**config.mk**
```make
export PLATFORM = sky130hd
export DESIGN_NAME = rx_port_lock_pass_control
export DESIGN_NICKNAME = d
export VERILOG_FILES = /design/src/rtl/rx_port_lock_pass_control.v
export VERILOG_INCLUDE_DIRS = /design/src /design/src/rtl
export SDC_FILE = /design/constraint.sdc
export NUM_CORES = 1
export LEC_CHECK = 0
export ABC_CLOCK_PERIOD_IN_PS = 10750
export BUFFER_PORTS_ARGS = -buffer_cell sky130_fd_sc_hd__buf_2
export CORE_MARGIN = 5
export CORE_UTILIZATION = 66
export DETAILED_ROUTE_END_ITERATION = 16
export PLACE_DENSITY = 0.95
export SLEW_MARGIN = 20
export SYNTH_ARGS = -nofsm -noshare
export SYNTH_HDL_FRONTEND = slang
export SYNTH_HIERARCHICAL = 1
export SYNTH_SLANG_ARGS = --single-unit
```
**constraint.sdc**
```tcl
create_clock -name clk_i -period 10.75 [get_ports clk_i]
set_clock_uncertainty 0.2 [all_clocks]
set_input_delay 3.225 -clock clk_i [delete_from_list [all_inputs] [get_ports clk_i]]
set_output_delay 3.225 -clock clk_i [all_outputs]
set_load 0.005 [all_outputs]
```
**src/rtl/rx_port_lock_regs.vh**
```
// offsets, fields, reset values and timing counts
`ifndef RX_PORT_LOCK_REGS_VH
`define RX_PORT_LOCK_REGS_VH
`define ADDR_DEV_STS     8'h04
`define ADDR_PORT_CTL    8'h0C
`define ADDR_GPIO_ROUTE  8'h10
`define ADDR_FWD_CTL     8'h20
`define ADDR_PAGE_SEL    8'h4C
`define ADDR_PORT_STS1   8'h4D
`define ADDR_LOCK_CFG    8'h4E
`define ADDR_PORT_MODE   8'h6D
`define ADDR_PORT0_ID    8'hF8
`define ADDR_PORT1_ID    8'hF9
`define RST_PORT_CTL     8'h03
`define RST_FWD_CTL      8'h00
`define RST_PAGE_SEL     8'h01
`define RST_GPIO_ROUTE   8'h00
`define RST_LOCK_CFG     8'h41
`define RST_PORT_MODE    2'h0
`define RST_PORT_ID      7'h00
`define LOCK_SEL_LSB     2
`define PASS_SEL_LSB     4
`define FWD_GATE_LSB     4
`define PAGE_RD_BIT      4
`define CFG_ERRCHK_BIT   0
`define CFG_FRAMES_LSB   4
`define MODE_RAW12HF     2'h2
`define CLK_MHZ          200
`define BACKUP_OSC_MHZ   25
`define BACKUP_DIV       (`CLK_MHZ / `BACKUP_OSC_MHZ)
`define REF_GAP_US       20
`define REF_GAP_CYC      (`REF_GAP_US * `CLK_MHZ)
`define REF_NOM_MHZ      25
`define LOCK_STABLE_US   10
`define LOCK_STABLE_TICKS (`LOCK_STABLE_US * `REF_NOM_MHZ)
`define RELOCK_US        1
`define RELOCK_TICKS     (`RELOCK_US * `REF_NOM_MHZ)
`define VID_W            15
`define FIFO_DEPTH       8
`define FIFO_AW          3
`endif

```
**src/rtl/rx_port_lock_pass_control.v**
```verilog
// receive port control, lock/pass status and forwarding
`timescale 1ns/1ps
`include "rx_port_lock_regs.vh"

// ----
// stream buffer
// ----
module stream_fifo #(
  parameter W  = 15,
  parameter D  = 8,
  parameter AW = 3
)(
  input  wire         clk_i,
  input  wire         reset_n_i,
  input  wire         in_valid_i,
  input  wire [W-1:0] in_data_i,
  output reg          in_ready_o,
  output reg          out_valid_o,
  output reg  [W-1:0] out_data_o,
  input  wire         out_ready_i
);
  reg [W-1:0]  mem [0:D-1];
  reg [AW-1:0] wr_ptr;
  reg [AW-1:0] rd_ptr;
  reg [AW:0]   count;
  wire         push = in_valid_i & in_ready_o;
  wire         load = (count != {(AW+1){1'b0}}) & (~out_valid_o | out_ready_i);
  wire [AW:0]  next_count = count + {{AW{1'b0}}, push} - {{AW{1'b0}}, load};

  always @(posedge clk_i)
  begin
    if (push)
      mem[wr_ptr] <= in_data_i;
  end

  always @(posedge clk_i or negedge reset_n_i)
  begin
    if (!reset_n_i)
    begin
      wr_ptr      <= {AW{1'b0}};
      rd_ptr      <= {AW{1'b0}};
      count       <= {(AW+1){1'b0}};
      in_ready_o  <= 1'b0;
      out_valid_o <= 1'b0;
      out_data_o  <= {W{1'b0}};
    end
    else
    begin
      count      <= next_count;
      // ready is registered so the source sees a clean stall
      in_ready_o <= (next_count < D);
      if (push)
        wr_ptr <= wr_ptr + {{(AW-1){1'b0}}, 1'b1};
      if (load)
      begin
        out_data_o  <= mem[rd_ptr];
        out_valid_o <= 1'b1;
        rd_ptr      <= rd_ptr + {{(AW-1){1'b0}}, 1'b1};
      end
      else if (out_ready_i)
        out_valid_o <= 1'b0;
    end
  end
endmodule

// Summary of operation
// - backup timebase drives timers until reference is usable.
// - control register can disable either receive port.
// - only the local serial controller writes port disables.
// - page select picks which port's private registers are reached.
// - each port has its own 7-bit direct address.
// - per-port addresses also reach shared registers.
// - forwarding off after reset until enabled.
// - lock and pass drive pins and device status.
// - selects pick port 0, port 1, OR or AND.
// - lock only after stable synchronization.
// - optional bit-error check for gaining and losing lock.
// - per-port status shows lock; lock gates forwarding.
// - wide high-rate raw mode lock pin needs live pixel clock.
// - linked flag high whenever linked, both raw modes.
// - 10-bit raw mode lock pin follows link alone.
// - linked flags routable to general-purpose outputs.
// - lock loss resets and reruns acquisition.
// - errored frames truncated; forwarding resumes on relock.
// - pass after configured clean frames; forwarding may wait for pass.
module rx_port_lock_pass_control #(
  parameter [6:0] MAIN_ADDR = 7'h30
)(
  input  wire                   clk_i,
  input  wire                   reset_n_i,
  input  wire                   reference_clock_input_i,
  input  wire                   scl_i,
  input  wire                   sda_i,
  output reg                    sda_o,
  output reg                    sda_oe_o,
  input  wire [1:0]             link_signal_i,
  input  wire [1:0]             pclk_active_i,
  input  wire [1:0]             link_bit_err_i,
  input  wire [1:0]             vid_valid_i,
  input  wire [2*12-1:0]        vid_data_i,
  input  wire [1:0]             vid_fs_i,
  input  wire [1:0]             vid_le_i,
  input  wire [1:0]             vid_fe_i,
  output wire [1:0]             vid_ready_o,
  output wire [1:0]             fwd_valid_o,
  output wire [2*`VID_W-1:0]    fwd_data_o,
  input  wire [1:0]             fwd_ready_i,
  output reg                    lock_o,
  output reg                    pass_o,
  output reg  [1:0]             gpio_o,
  output reg                    ref_external_o
);
  localparam I_IDLE = 5'b00001;
  localparam I_RX   = 5'b00010;
  localparam I_ACK  = 5'b00100;
  localparam I_TX   = 5'b01000;
  localparam I_RACK = 5'b10000;
  localparam L_OFF    = 4'b0001;
  localparam L_ACQ    = 4'b0010;
  localparam L_LOCK   = 4'b0100;
  localparam L_RELOCK = 4'b1000;

  // ----
  // timebase
  // ----
  reg  [2:0]  ref_s;
  reg  [11:0] ref_gap;
  reg  [3:0]  bdiv;
  reg         tick;
  wire        ref_edge = ref_s[1] & ~ref_s[2];

  always @(posedge clk_i or negedge reset_n_i)
  begin
    if (!reset_n_i)
    begin
      ref_s          <= 3'h0;
      ref_gap        <= 12'hFFF;
      bdiv           <= 4'h0;
      tick           <= 1'b0;
      ref_external_o <= 1'b0;
    end
    else
    begin
      ref_s <= {ref_s[1:0], reference_clock_input_i};
      if (ref_edge)
        ref_gap <= 12'h000;
      else if (ref_gap != 12'hFFF)
        ref_gap <= ref_gap + 12'h001;
      // a stalled reference falls back to the backup timebase
      ref_external_o <= (ref_gap < `REF_GAP_CYC);
      bdiv <= (bdiv == `BACKUP_DIV - 1) ? 4'h0 : bdiv + 4'h1;
      tick <= ref_external_o ? ref_edge : (bdiv == 4'h0);
    end
  end

  // ----
  // shared registers
  // ----
  reg  [7:0] port_ctl;
  reg  [7:0] fwd_ctl;
  reg  [7:0] page_sel;
  reg  [7:0] gpio_route;
  reg  [6:0] port_id0;
  reg  [6:0] port_id1;
  reg        wr_en;
  reg  [7:0] wr_addr;
  reg  [7:0] wr_data;
  reg  [1:0] wr_mask;
  reg  [1:0] tmask;
  reg  [7:0] ptr;
  reg  [7:0] rd_data;
  wire [1:0] linked;
  wire [1:0] passed;
  wire [1:0] pin_lock;
  wire [15:0] cfg_v;
  wire [3:0] mode_v;
  wire [15:0] sts_v;
  wire       rp = (tmask == 2'b00) ? page_sel[`PAGE_RD_BIT] : tmask[1];

  function sel_src;
    input [1:0] sel;
    input [1:0] v;
    input [1:0] en;
    begin
      case (sel)
        2'b00:   sel_src = v[0];
        2'b01:   sel_src = v[1];
        2'b10:   sel_src = |(v & en);
        default: sel_src = (en != 2'b00) & (&(v | ~en));
      endcase
    end
  endfunction

  wire lock_sel_v = sel_src(port_ctl[`LOCK_SEL_LSB+:2], pin_lock, port_ctl[1:0]);
  wire pass_sel_v = sel_src(port_ctl[`PASS_SEL_LSB+:2], passed, port_ctl[1:0]);

  always @*
  begin
    case (ptr)
      `ADDR_DEV_STS:    rd_data = {5'h00, ref_external_o, pass_sel_v, lock_sel_v};
      `ADDR_PORT_CTL:   rd_data = port_ctl;
      `ADDR_GPIO_ROUTE: rd_data = gpio_route;
      `ADDR_FWD_CTL:    rd_data = fwd_ctl;
      `ADDR_PAGE_SEL:   rd_data = page_sel;
      `ADDR_PORT_STS1:  rd_data = rp ? sts_v[15:8] : sts_v[7:0];
      `ADDR_LOCK_CFG:   rd_data = rp ? cfg_v[15:8] : cfg_v[7:0];
      `ADDR_PORT_MODE:  rd_data = {6'h00, rp ? mode_v[3:2] : mode_v[1:0]};
      `ADDR_PORT0_ID:   rd_data = {port_id0, 1'b0};
      `ADDR_PORT1_ID:   rd_data = {port_id1, 1'b0};
      default:          rd_data = 8'h00;
    endcase
  end

  always @(posedge clk_i or negedge reset_n_i)
  begin
    if (!reset_n_i)
    begin
      port_ctl   <= `RST_PORT_CTL;
      fwd_ctl    <= `RST_FWD_CTL;
      page_sel   <= `RST_PAGE_SEL;
      gpio_route <= `RST_GPIO_ROUTE;
      port_id0   <= `RST_PORT_ID;
      port_id1   <= `RST_PORT_ID;
      lock_o     <= 1'b0;
      pass_o     <= 1'b0;
      gpio_o     <= 2'b00;
    end
    else
    begin
      // only the local serial port writes here
      if (wr_en)
      begin
        case (wr_addr)
          `ADDR_PORT_CTL:   port_ctl   <= wr_data;
          `ADDR_GPIO_ROUTE: gpio_route <= wr_data;
          `ADDR_FWD_CTL:    fwd_ctl    <= wr_data;
          `ADDR_PAGE_SEL:   page_sel   <= wr_data;
          `ADDR_PORT0_ID:   port_id0   <= wr_data[7:1];
          `ADDR_PORT1_ID:   port_id1   <= wr_data[7:1];
          default:          ;
        endcase
      end
      lock_o <= lock_sel_v;
      pass_o <= pass_sel_v;
      gpio_o <= gpio_route[1:0] & linked;
    end
  end

  // ----
  // serial register port
  // ----
  reg  [2:0] scl_s;
  reg  [2:0] sda_s;
  reg  [4:0] ist;
  reg  [3:0] bcnt;
  reg  [7:0] shreg;
  reg  [1:0] bidx;
  reg        rw;
  reg        mack;
  wire scl_rise = scl_s[1] & ~scl_s[2];
  wire scl_fall = ~scl_s[1] & scl_s[2];
  wire start    = scl_s[1] & scl_s[2] & sda_s[2] & ~sda_s[1];
  wire stop     = scl_s[1] & scl_s[2] & ~sda_s[2] & sda_s[1];
  wire hit_main = (shreg[7:1] == MAIN_ADDR);
  wire hit_p0   = (port_id0 != 7'h00) & (shreg[7:1] == port_id0);
  wire hit_p1   = (port_id1 != 7'h00) & (shreg[7:1] == port_id1);

  always @(posedge clk_i or negedge reset_n_i)
  begin
    if (!reset_n_i)
    begin
      scl_s    <= 3'h7;
      sda_s    <= 3'h7;
      ist      <= I_IDLE;
      bcnt     <= 4'h0;
      shreg    <= 8'h00;
      bidx     <= 2'h0;
      rw       <= 1'b0;
      mack     <= 1'b1;
      tmask    <= 2'b00;
      ptr      <= 8'h00;
      sda_o    <= 1'b0;
      sda_oe_o <= 1'b0;
      wr_en    <= 1'b0;
      wr_addr  <= 8'h00;
      wr_data  <= 8'h00;
      wr_mask  <= 2'b00;
    end
    else
    begin
      scl_s <= {scl_s[1:0], scl_i};
      sda_s <= {sda_s[1:0], sda_i};
      wr_en <= 1'b0;
      sda_o <= 1'b0;
      if (start)
      begin
        ist      <= I_RX;
        bcnt     <= 4'h0;
        bidx     <= 2'h0;
        sda_oe_o <= 1'b0;
      end
      else if (stop)
      begin
        ist      <= I_IDLE;
        sda_oe_o <= 1'b0;
      end
      else
      begin
        case (ist)
          I_IDLE: ;
          I_RX:
          begin
            if (scl_rise)
            begin
              shreg <= {shreg[6:0], sda_s[1]};
              bcnt  <= bcnt + 4'h1;
            end
            else if (scl_fall && bcnt == 4'h8)
            begin
              ist      <= I_ACK;
              sda_oe_o <= 1'b1;
              if (bidx == 2'h0)
              begin
                rw    <= shreg[0];
                tmask <= hit_p0 ? 2'b01 : (hit_p1 ? 2'b10 : 2'b00);
                bidx  <= 2'h1;
                if (!(hit_main | hit_p0 | hit_p1))
                begin
                  ist      <= I_IDLE;
                  sda_oe_o <= 1'b0;
                end
              end
              else if (bidx == 2'h1)
              begin
                ptr  <= shreg;
                bidx <= 2'h2;
              end
              else
              begin
                // private regs go to the page or the port's own
                wr_en   <= 1'b1;
                wr_addr <= ptr;
                wr_data <= shreg;
                wr_mask <= (tmask == 2'b00) ? page_sel[1:0] : tmask;
                ptr     <= ptr + 8'h01;
              end
            end
          end
          I_ACK:
          begin
            if (scl_fall)
            begin
              bcnt <= 4'h0;
              if (rw)
              begin
                shreg    <= rd_data;
                ptr      <= ptr + 8'h01;
                sda_oe_o <= ~rd_data[7];
                ist      <= I_TX;
              end
              else
              begin
                sda_oe_o <= 1'b0;
                ist      <= I_RX;
              end
            end
          end
          I_TX:
          begin
            if (scl_rise)
              bcnt <= bcnt + 4'h1;
            else if (scl_fall)
            begin
              if (bcnt == 4'h8)
              begin
                sda_oe_o <= 1'b0;
                ist      <= I_RACK;
              end
              else
              begin
                shreg    <= {shreg[6:0], 1'b0};
                sda_oe_o <= ~shreg[6];
              end
            end
          end
          I_RACK:
          begin
            if (scl_rise)
              mack <= sda_s[1];
            else if (scl_fall)
            begin
              bcnt <= 4'h0;
              if (!mack)
              begin
                shreg    <= rd_data;
                ptr      <= ptr + 8'h01;
                sda_oe_o <= ~rd_data[7];
                ist      <= I_TX;
              end
              else
                ist <= I_IDLE;
            end
          end
          default: ist <= I_IDLE;
        endcase
      end
    end
  end

  // ----
  // per-port lock, frame check, forwarding
  // ----
  genvar p;
  generate
    for (p = 0; p < 2; p = p + 1)
    begin : g_port
      reg  [1:0]  ls;
      reg  [1:0]  pa;
      reg  [7:0]  cfg;
      reg  [1:0]  mode;
      reg  [3:0]  lst;
      reg  [8:0]  timer;
      reg         in_frame;
      reg         fwd_frame;
      reg         bad;
      reg  [11:0] llen;
      reg  [11:0] rlen;
      reg  [11:0] lines;
      reg  [11:0] rlines;
      reg  [3:0]  good;
      reg         pass;
      wire        in_rdy;
      wire        lk = (lst == L_LOCK);
      wire        err_now = link_bit_err_i[p] & cfg[`CFG_ERRCHK_BIT];
      wire        hs = vid_valid_i[p] & in_rdy;
      wire        fs = vid_fs_i[p];
      wire        le = vid_le_i[p];
      wire        fe = vid_fe_i[p];
      wire        fault = link_bit_err_i[p] | ~lk;
      wire        may_fwd = fwd_ctl[p] & lk & (~fwd_ctl[`FWD_GATE_LSB+p] | pass);
      wire        push = hs & ~fault & (fs ? may_fwd : fwd_frame);
      wire [11:0] cur = llen + 12'h001;
      wire        len_bad = le & (lines != 12'h000) & (cur != rlen);
      wire [11:0] nl = lines + {11'h000, le};
      wire        frame_ok = ~bad & ~fault & ~len_bad & ((rlines == 12'h000) | (nl == rlines));

      assign linked[p]        = lk;
      assign passed[p]        = pass;
      // pin needs live pixel clock only in wide high-rate mode
      assign pin_lock[p]      = lk & ((mode != `MODE_RAW12HF) | pa[1]);
      assign cfg_v[8*p+:8]    = cfg;
      assign mode_v[2*p+:2]   = mode;
      assign sts_v[8*p+:8]    = {5'h00, pa[1], pass, lk};

      always @(posedge clk_i or negedge reset_n_i)
      begin
        if (!reset_n_i)
        begin
          ls    <= 2'b00;
          pa    <= 2'b00;
          cfg   <= `RST_LOCK_CFG;
          mode  <= `RST_PORT_MODE;
          lst   <= L_OFF;
          timer <= 9'h000;
        end
        else
        begin
          ls <= {ls[0], link_signal_i[p]};
          pa <= {pa[0], pclk_active_i[p]};
          if (wr_en && wr_mask[p] && wr_addr == `ADDR_LOCK_CFG)
            cfg <= wr_data;
          if (wr_en && wr_mask[p] && wr_addr == `ADDR_PORT_MODE)
            mode <= wr_data[1:0];
          case (lst)
            L_OFF:
            begin
              timer <= 9'h000;
              if (port_ctl[p])
                lst <= L_ACQ;
            end
            L_ACQ:
            begin
              if (!port_ctl[p])
                lst <= L_OFF;
              else if (!ls[1] || err_now)
                timer <= 9'h000;
              else if (tick)
              begin
                if (timer == `LOCK_STABLE_TICKS - 1)
                  lst <= L_LOCK;
                else
                  timer <= timer + 9'h001;
              end
            end
            L_LOCK:
            begin
              timer <= 9'h000;
              if (!port_ctl[p])
                lst <= L_OFF;
              else if (!ls[1] || err_now)
                lst <= L_RELOCK;
            end
            L_RELOCK:
            begin
              if (!port_ctl[p])
                lst <= L_OFF;
              else if (tick)
              begin
                if (timer == `RELOCK_TICKS - 1)
                begin
                  lst   <= L_ACQ;
                  timer <= 9'h000;
                end
                else
                  timer <= timer + 9'h001;
              end
            end
            default: lst <= L_OFF;
          endcase
        end
      end

      always @(posedge clk_i or negedge reset_n_i)
      begin
        if (!reset_n_i)
        begin
          in_frame  <= 1'b0;
          fwd_frame <= 1'b0;
          bad       <= 1'b0;
          llen      <= 12'h000;
          rlen      <= 12'h000;
          lines     <= 12'h000;
          rlines    <= 12'h000;
          good      <= 4'h0;
          pass      <= 1'b0;
        end
        else
        begin
          pass <= lk & (good >= cfg[`CFG_FRAMES_LSB+:4]);
          if (!lk)
          begin
            in_frame  <= 1'b0;
            fwd_frame <= 1'b0;
            good      <= 4'h0;
          end
          else if (hs)
          begin
            if (fs)
            begin
              in_frame  <= 1'b1;
              fwd_frame <= may_fwd & ~fault;
              bad       <= fault;
              llen      <= 12'h001;
              lines     <= 12'h000;
            end
            else if (in_frame)
            begin
              llen <= le ? 12'h000 : cur;
              lines <= nl;
              if (le && lines == 12'h000)
                rlen <= cur;
              if (fault || len_bad)
              begin
                bad       <= 1'b1;
                fwd_frame <= 1'b0;
              end
              if (fe)
              begin
                in_frame  <= 1'b0;
                fwd_frame <= 1'b0;
                rlines    <= nl;
                good      <= frame_ok ? ((good == 4'hF) ? 4'hF : good + 4'h1) : 4'h0;
              end
            end
          end
        end
      end

      stream_fifo #(
        .W  (`VID_W),
        .D  (`FIFO_DEPTH),
        .AW (`FIFO_AW)
      ) u_fifo (
        .clk_i       (clk_i),
        .reset_n_i   (reset_n_i),
        .in_valid_i  (push),
        .in_data_i   ({fe, le, fs, vid_data_i[12*p+:12]}),
        .in_ready_o  (in_rdy),
        .out_valid_o (fwd_valid_o[p]),
        .out_data_o  (fwd_data_o[`VID_W*p+:`VID_W]),
        .out_ready_i (fwd_ready_i[p])
      );
      assign vid_ready_o[p] = in_rdy;
    end
  endgenerate
endmodule

```
=== Word-level counts from Yosys, hierarchy flattened ===
Memory sizes are Yosys's and may differ from the RTL's. A register that Yosys moved wholly into a read port is not among the register bits.
Index checks and enable logic that the tools add are counted.

* Flip-flop bits (word level): 318
* Latch bits: 0
* Memory bits (writable): 240
* Bits in read-only memories: 0
* Input bits: 45
* Output and inout port bits: 41
* Logic and storage cells: 571
* Memories kept: 2

* Add/subtract/negate cells: 20
* Multipliers: 0
* Divide/modulo/power cells: 0
* Order comparisons: 5
* Eq/ne operators: 116
* Shift operators: 0
* Muxes and demuxes: 184
* Bitwise gates (word level): 88
* Reduce and logical (&&, ||, !) cells: 87

{| class="wikitable"
|+ Memory list
! name !! depth !! bits a word !! rd ports !! clocked after memory_dff !! wr ports !! RTL line !! RTL
|-
| g_port[0].u_fifo.mem || 8 || 15 || 1 || 1 || 1 || rx_port_lock_pass_control.v:22 || <nowiki>reg [W-1:0] mem [0:D-1];</nowiki>
|-
| g_port[1].u_fifo.mem || 8 || 15 || 1 || 1 || 1 || rx_port_lock_pass_control.v:22 ||
|}

{| class="wikitable"
|+ Operators with widths
! operator !! count
|-
| $mux W4 || 42
|-
| $mux W8 || 19
|-
| $mux W12 || 12
|-
| $mux W9 || 14
|-
| $pmux W8 S10 || 1
|-
| $mux W1 || 61
|-
| $ne A2 B2 Y1 const B || 29
|-
| $eq A8 B7 Y1 const B || 7
|-
| $ne A3 B3 Y1 const B || 18
|-
| $pmux W9 S3 || 2
|-
| $mux W5 || 10
|-
| $logic_not A12 Y1 || 4
|-
| $and A1 B1 Y1 || 44
|-
| $add A12 B1 Y12 const B || 3
|-
| $ne A4 B4 Y1 const B || 9
|-
| $eq A8 B8 Y1 const B || 4
|-
| $pmux W4 S4 || 2
|-
| $pmux W8 S4 || 1
|-
| $not A1 Y1 || 26
|-
| $pmux W5 S5 || 1
|-
| $reduce_and A5 Y1 || 5
|-
| $add A12 B1 Y12 || 2
|-
| $eq A12 B12 Y1 || 2
|-
| $ne A12 B12 Y1 || 2
|-
| other kinds (63) || 180
|}

=== Longest topological paths before layout ===
* Depth after elaboration: 15
* Depth in mapped cells: 12
* Depth with buffers taken out: 11

=== Modules after synthesis ===
Netlist, hierarchy kept.

{| class="wikitable"
|+ Modules (own cells, without submodules)
! module !! instances !! cells an instance !! area an instance (sq um) !! sequential area each (sq um)
|-
| rx_port_lock_pass_control || 1 || 1716 || 16409.5 || 7393.3
|-
| stream_fifo (g_port[1].u_fifo) || 1 || 335 || 5875.6 || 4279.1
|-
| stream_fifo (g_port[0].u_fifo) || 1 || 333 || 5866.9 || 4279.1
|}

=== Worst setup path before layout ===
Ideal clock, no wire load.

* Path type: input to register
* From: input vid_valid_i[1]
* To: memory g_port[1].u_fifo.mem[0][0], enable pin
* Library setup time: 0.406 ns
* Arrival time: 5.377 ns
* Data required time: 10.144 ns
* Setup slack: 4.767 ns
* Stages on the path: 6
* Path buffers: 0
* Cells stage by stage: and2_0 nand2_1 a211oi_1 nand2_1 or2_2 nor3_1

* Word-level cells in the longest chain between the ends: 6

{| class="wikitable"
|+ RTL lines
! element !! RTL line !! RTL
|-
| from (decl) || rx_port_lock_pass_control.v:99 || <nowiki>input wire [1:0] vid_valid_i,</nowiki>
|-
| $and A1 B1 Y1 || rx_port_lock_pass_control.v:435 || <nowiki>wire hs = vid_valid_i[p] & in_rdy;</nowiki>
|-
| $and A1 B1 Y1 (2 in a row) || rx_port_lock_pass_control.v:441 || <nowiki>wire push = hs & ~fault & (fs ? may_fwd : fwd_frame);</nowiki>
|-
| net g_port[1].push || rx_port_lock_pass_control.v:441 ||
|-
| $and A1 B1 Y1 || rx_port_lock_pass_control.v:26 || <nowiki>wire push = in_valid_i & in_ready_o;</nowiki>
|-
| $mux W1 || rx_port_lock_pass_control.v:32 || <nowiki>if (push)</nowiki>
|-
| $mux W1 (not written as such) || rx_port_lock_pass_control.v:33 || <nowiki>mem[wr_ptr] <= in_data_i;</nowiki>
|-
| to (decl) || rx_port_lock_pass_control.v:22 ||
|}

The timed path passes the listed nets, and every way through them passes these cells.

=== Worst setup path after layout ===
* From: input vid_le_i[1]
* To: register g_port[1].good[2]

* Word-level cells in the longest chain between the ends: 11
* Elaborated cells on any way between the ends: 14
* Classes of those cells: add/sub: 1; eq/ne: 1; mux: 6; bitwise: 6

{| class="wikitable"
|+ RTL lines
! element !! RTL line !! RTL
|-
| from (decl) || rx_port_lock_pass_control.v:102 || <nowiki>input wire [1:0] vid_le_i,</nowiki>
|-
| branches (longest 4 deep; another with $add A12 B1 Y12) || n/a ||
|-
| $and A1 B1 Y1 (*) || rx_port_lock_pass_control.v:445 || <nowiki>wire frame_ok = ~bad & ~fault & ~len_bad & ((rlines == 12'h000) | (nl == rlines));</nowiki>
|-
| $mux W4 (*) || rx_port_lock_pass_control.v:572 || <nowiki>good <= frame_ok ? ((good == 4'hF) ? 4'hF : good + 4'h1) : 4'h0;</nowiki>
|-
| $mux W4 (*) || rx_port_lock_pass_control.v:567 || <nowiki>if (fe)</nowiki>
|-
| $mux W4 (*) || rx_port_lock_pass_control.v:556 || <nowiki>else if (in_frame)</nowiki>
|-
| $mux W4 (*) || rx_port_lock_pass_control.v:548 || <nowiki>if (fs)</nowiki>
|-
| $mux W4 (*) || rx_port_lock_pass_control.v:546 || <nowiki>else if (hs)</nowiki>
|-
| $mux W4 (*) || rx_port_lock_pass_control.v:540 || <nowiki>if (!lk)</nowiki>
|-
| to (signal assigned) || rx_port_lock_pass_control.v:572 ||
|-
| to (decl) || rx_port_lock_pass_control.v:430 || <nowiki>reg [3:0] good;</nowiki>
|}

Every way passes the cells marked *. The select of a mux whose other input is x is not followed.
A chain may end at the register's enable or synchronous reset.

==> flow_metrics.tcl <==
set metrics [dict create \
    crit_top_cell "ha_1" \
    status "finished, final reports clean" \
    fmax_ghz 0.1742 \
    vias 20258 \
    cp_num_buf_inv 1 \
    ys_ff_latch 588 \
    ctsHoldBuffers 0 \
    antenna_found_initial 3 \
    rsz0062_at_grt "false" \
    timing.final.crit_share_pct 53.41 \
    core_area_um2 42040 \
    wirelength_um 67740 \
    maxSlewViolCount 0 \
    r2r_slack_ns 6.87 \
    synth_edf_count 240 \
    final_common_cell "dfrtp_1" \
    critPathSlowestCell "a2111oi_0" \
    grt_max_degree 204 \
    drt_iter0_drc 2639 \
    ios 86 \
    worstSetupPathType "input port to flop" \
    rows 75 \
    arrival_ns 6.09 \
    root_buffer "clkbuf_16" \
    fillCellCount 2519 \
    dr.pass1.iters 6 \
    wl_per_cell_um 22.45 \
    yosysSeqAreaShare_pct 56.66 \
    final_cell_mix "dfrtp_1, edfxtp_1, nand2_1, o21ai_0, mux2_2" \
    clock_latency_ns 0.62 \
    ys_types 95 \
    die_h_um 216.5 \
    min_period_ns 5.742 \
    dp_hpwl_um 42420 \
    area_growth_pct 9.680 \
    dieArea_um2 46890 \
    critPathCaptureType "flop" \
    synthCells 2384 \
    startpoint_type "input port" \
    cts_made_buffers 57 \
    syn_nets 2476 \
    power_leakage_uw 0.01235 \
    finalNetCount 2519 \
    cap_violations 0 \
    port_buffers 84 \
    path_clk_slew_ns 0.06 \
    vias_per_cell 6.715 \
    cts_sinks 588 \
    gp_congestion 0.9316 \
    cp.depth 11 \
    grt_usage_pct 28.45 \
    grt_overflow 0 \
    reg2reg_depth 11 \
    cpLargestDelayFamily "compound AO/OA/AOI/OAI gates" \
    cts.repair.resized 0 \
    powerDensity_nw_per_um2 186.7 \
    whs_ns 0.1570 \
    cp.required_ns 11.09 \
    yosys_warnings 6 \
    rr_startpoint "g_port[1].u_fifo/count[2]$_DFF_PN0_" \
    setup_violations 0 \
    async_reset_ff_share_pct 59.18 \
    startpoint "vid_le_i[1]" \
    clk_path_buf_depth 3 \
    totalNegativeSetupSlack_ns 0 \
    min-delay-path-class "flop to flop" \
    peakVddDrop_mv 0.1495 \
    syn_area_um2 28150 \
    die_width_um 216.5 \
    hold_viol 0 \
    multiInputGateArea_um2 11420 \
    post_cts_buffers 0 \
    hp-start "g_port[1].ls[0]$_DFF_PN0_" \
    start_util_pct 66.96 \
    antenna_left 0 \
    drive_above_1_share_pct 18.31 \
    crit_fanout 14 \
    grt_pass1_wl_um 109100 \
    crit_chain "buf_2 -> ha_1 -> ha_1 -> and2_1 -> nand3_1 -> a2111oi_0 -> o2111ai_1 -> nor4_1 -> o22ai_1 -> a31oi_1 -> o22a_1" \
    syn_avg_cell_area_um2 11.81 \
    critPathMaxStageDelay_ns 0.51 \
    drc 0 \
    synth_flop_cell "dfrtp_1" \
    regArea_um2 15950 \
    worstMarginPinSlew_ns 1.215 \
    cts_tree "yes" \
    htreeDepth 2 \
    grt_pass1_vias 20391 \
    max_slew_margin_pct 18.76 \
    holdPathStages 0 \
]
[report_power, final]
group,switching (uW),total [uW],internal (uW)
Combinational,601,1070,472
Sequential,140,2610,2470
Clock,875,2080,1210
[flip-flops by register name, summed over array words and instances, names as in the netlist, 6 cells and up]
| signal | flops |
|---|---|
| g_port.u_fifo/out_data_o | 30 |
| wr_addr | 8 |
| wr_data | 8 |
| ref_gap | 12 |
| g_port.u_fifo/count | 8 |
| shreg | 8 |
| port_id1 | 7 |
| fwd_ctl | 8 |
| page_sel | 8 |
| gpio_route | 8 |
| ptr | 8 |
| g_port.lines | 24 |
| g_port.rlines | 24 |
| g_port.cfg | 16 |
| port_id0 | 7 |
| port_ctl | 8 |
| g_port.u_fifo/rd_ptr | 6 |
| g_port.good | 8 |
| g_port.lst | 8 |
| g_port.timer | 18 |
| g_port.rlen | 24 |
| g_port.llen | 24 |
| g_port.u_fifo/mem | 240 |
| g_port.u_fifo/wr_ptr | 6 |
[layer usage]
layer / GRT usage (%) / vias to the layer above / wire length (um)
li1: - / 8910 / -
met5: 0 / - / 0
met1: 37.30 / 9998 / 26140
met2: 47.67 / 1099 / 33580
met4: 11.66 / 0 / 2943
met3: 4.898 / 251 / 5084
[path summary, 6_finish.rpt]
| check | to |
|---|---|
| max | g_port[1].good[2]$_DFFE_PN0P_ |
| min | g_port[1].ls[1]$_DFF_PN0_ |
| max reg2reg | g_port[1].u_fifo/count[3]$_DFF_PN0_ |
| min reg2reg | g_port[1].ls[1]$_DFF_PN0_ |
| max in group asynchronous | g_port[1].u_fifo/rd_ptr[0]$_DFFE_PN0P_ |
| min in group asynchronous | bcnt[2]$_DFFE_PN0P_ |
[layout make-up]
class	count	share of cell area, %
well taps	539	2.184
repair buffers	105	2.022
clock inverters	21	0.8185
diodes	4	0.03242
inverters	58	0.7051
clock buffers	85	5.580
multi-input cells	1617	36.99
flip-flops and latches	588	51.67
[cell usage after synthesis, types with 9 or more instances]
library cell	instances	area, um^2
a21o_1	10	75.07
a21oi_1	75	375.4
a22o_1	41	359.1
a22oi_1	20	150.1
a31oi_1	22	137.6
and2_1	13	81.33
and3_1	21	131.4
buf_2	29	145.1
buf_4	14	105.1
clkbuf_1	64	240.2
dfrtp_1	319	7983
dfstp_2	29	762.0
edfxtp_1	240	7207
ha_1	45	563.0
inv_1	58	217.7
mux2_2	153	1723
mux2i_1	76	760.7
nand2_1	195	732.0
nand2b_1	42	262.8
nand3_1	59	295.3
nand4_1	17	106.4
nor2_1	138	518.0
nor2b_1	27	168.9
nor3_1	41	205.2
nor3b_1	15	112.6
nor4_1	26	162.7
o21ai_0	194	970.9
o22a_1	11	96.34
o22ai_1	36	225.2
o31ai_1	35	262.8
o31ai_2	18	225.2
or3_1	9	56.30
xnor2_1	72	630.6
xor2_1	41	359.1
[logic make-up (layout without fill, tap and decap cells)]
group / count (synthesis) / after routing / synth area share [%]
simple gates: 677 / 677 / 12.66
flops: 588 / 588 / 56.66
compound gates: 543 / 543 / 12.72
mux: 231 / 231 / 8.929
buf+inv: 179 / 269 / 3.004
xor+xnor: 117 / 117 / 3.836
fa+ha+maj: 48 / 48 / 2.178
other cells: 1 / 5 / 0.01332
[metrics by stage]
stage | power (uW) | cell area [um^2] | util [%] | instances | worst slack, ns
after floorplan | 3398 | 28150 | - | 2384 | 4.767
after global placement | 3616 | 28810 | 68.53 | 2905 | 4.613
after detailed placement | 3688 | 28840 | 68.60 | 2905 | 4.415
after CTS | 5766 | 30810 | 73.29 | 3011 | 5.059
after global routing | 5976 | 30870 | 73.44 | 3016 | 4.755
final | 5766 | 30880 | 73.45 | 3017 | 5.008
Power figures use the tool's default switching activity.
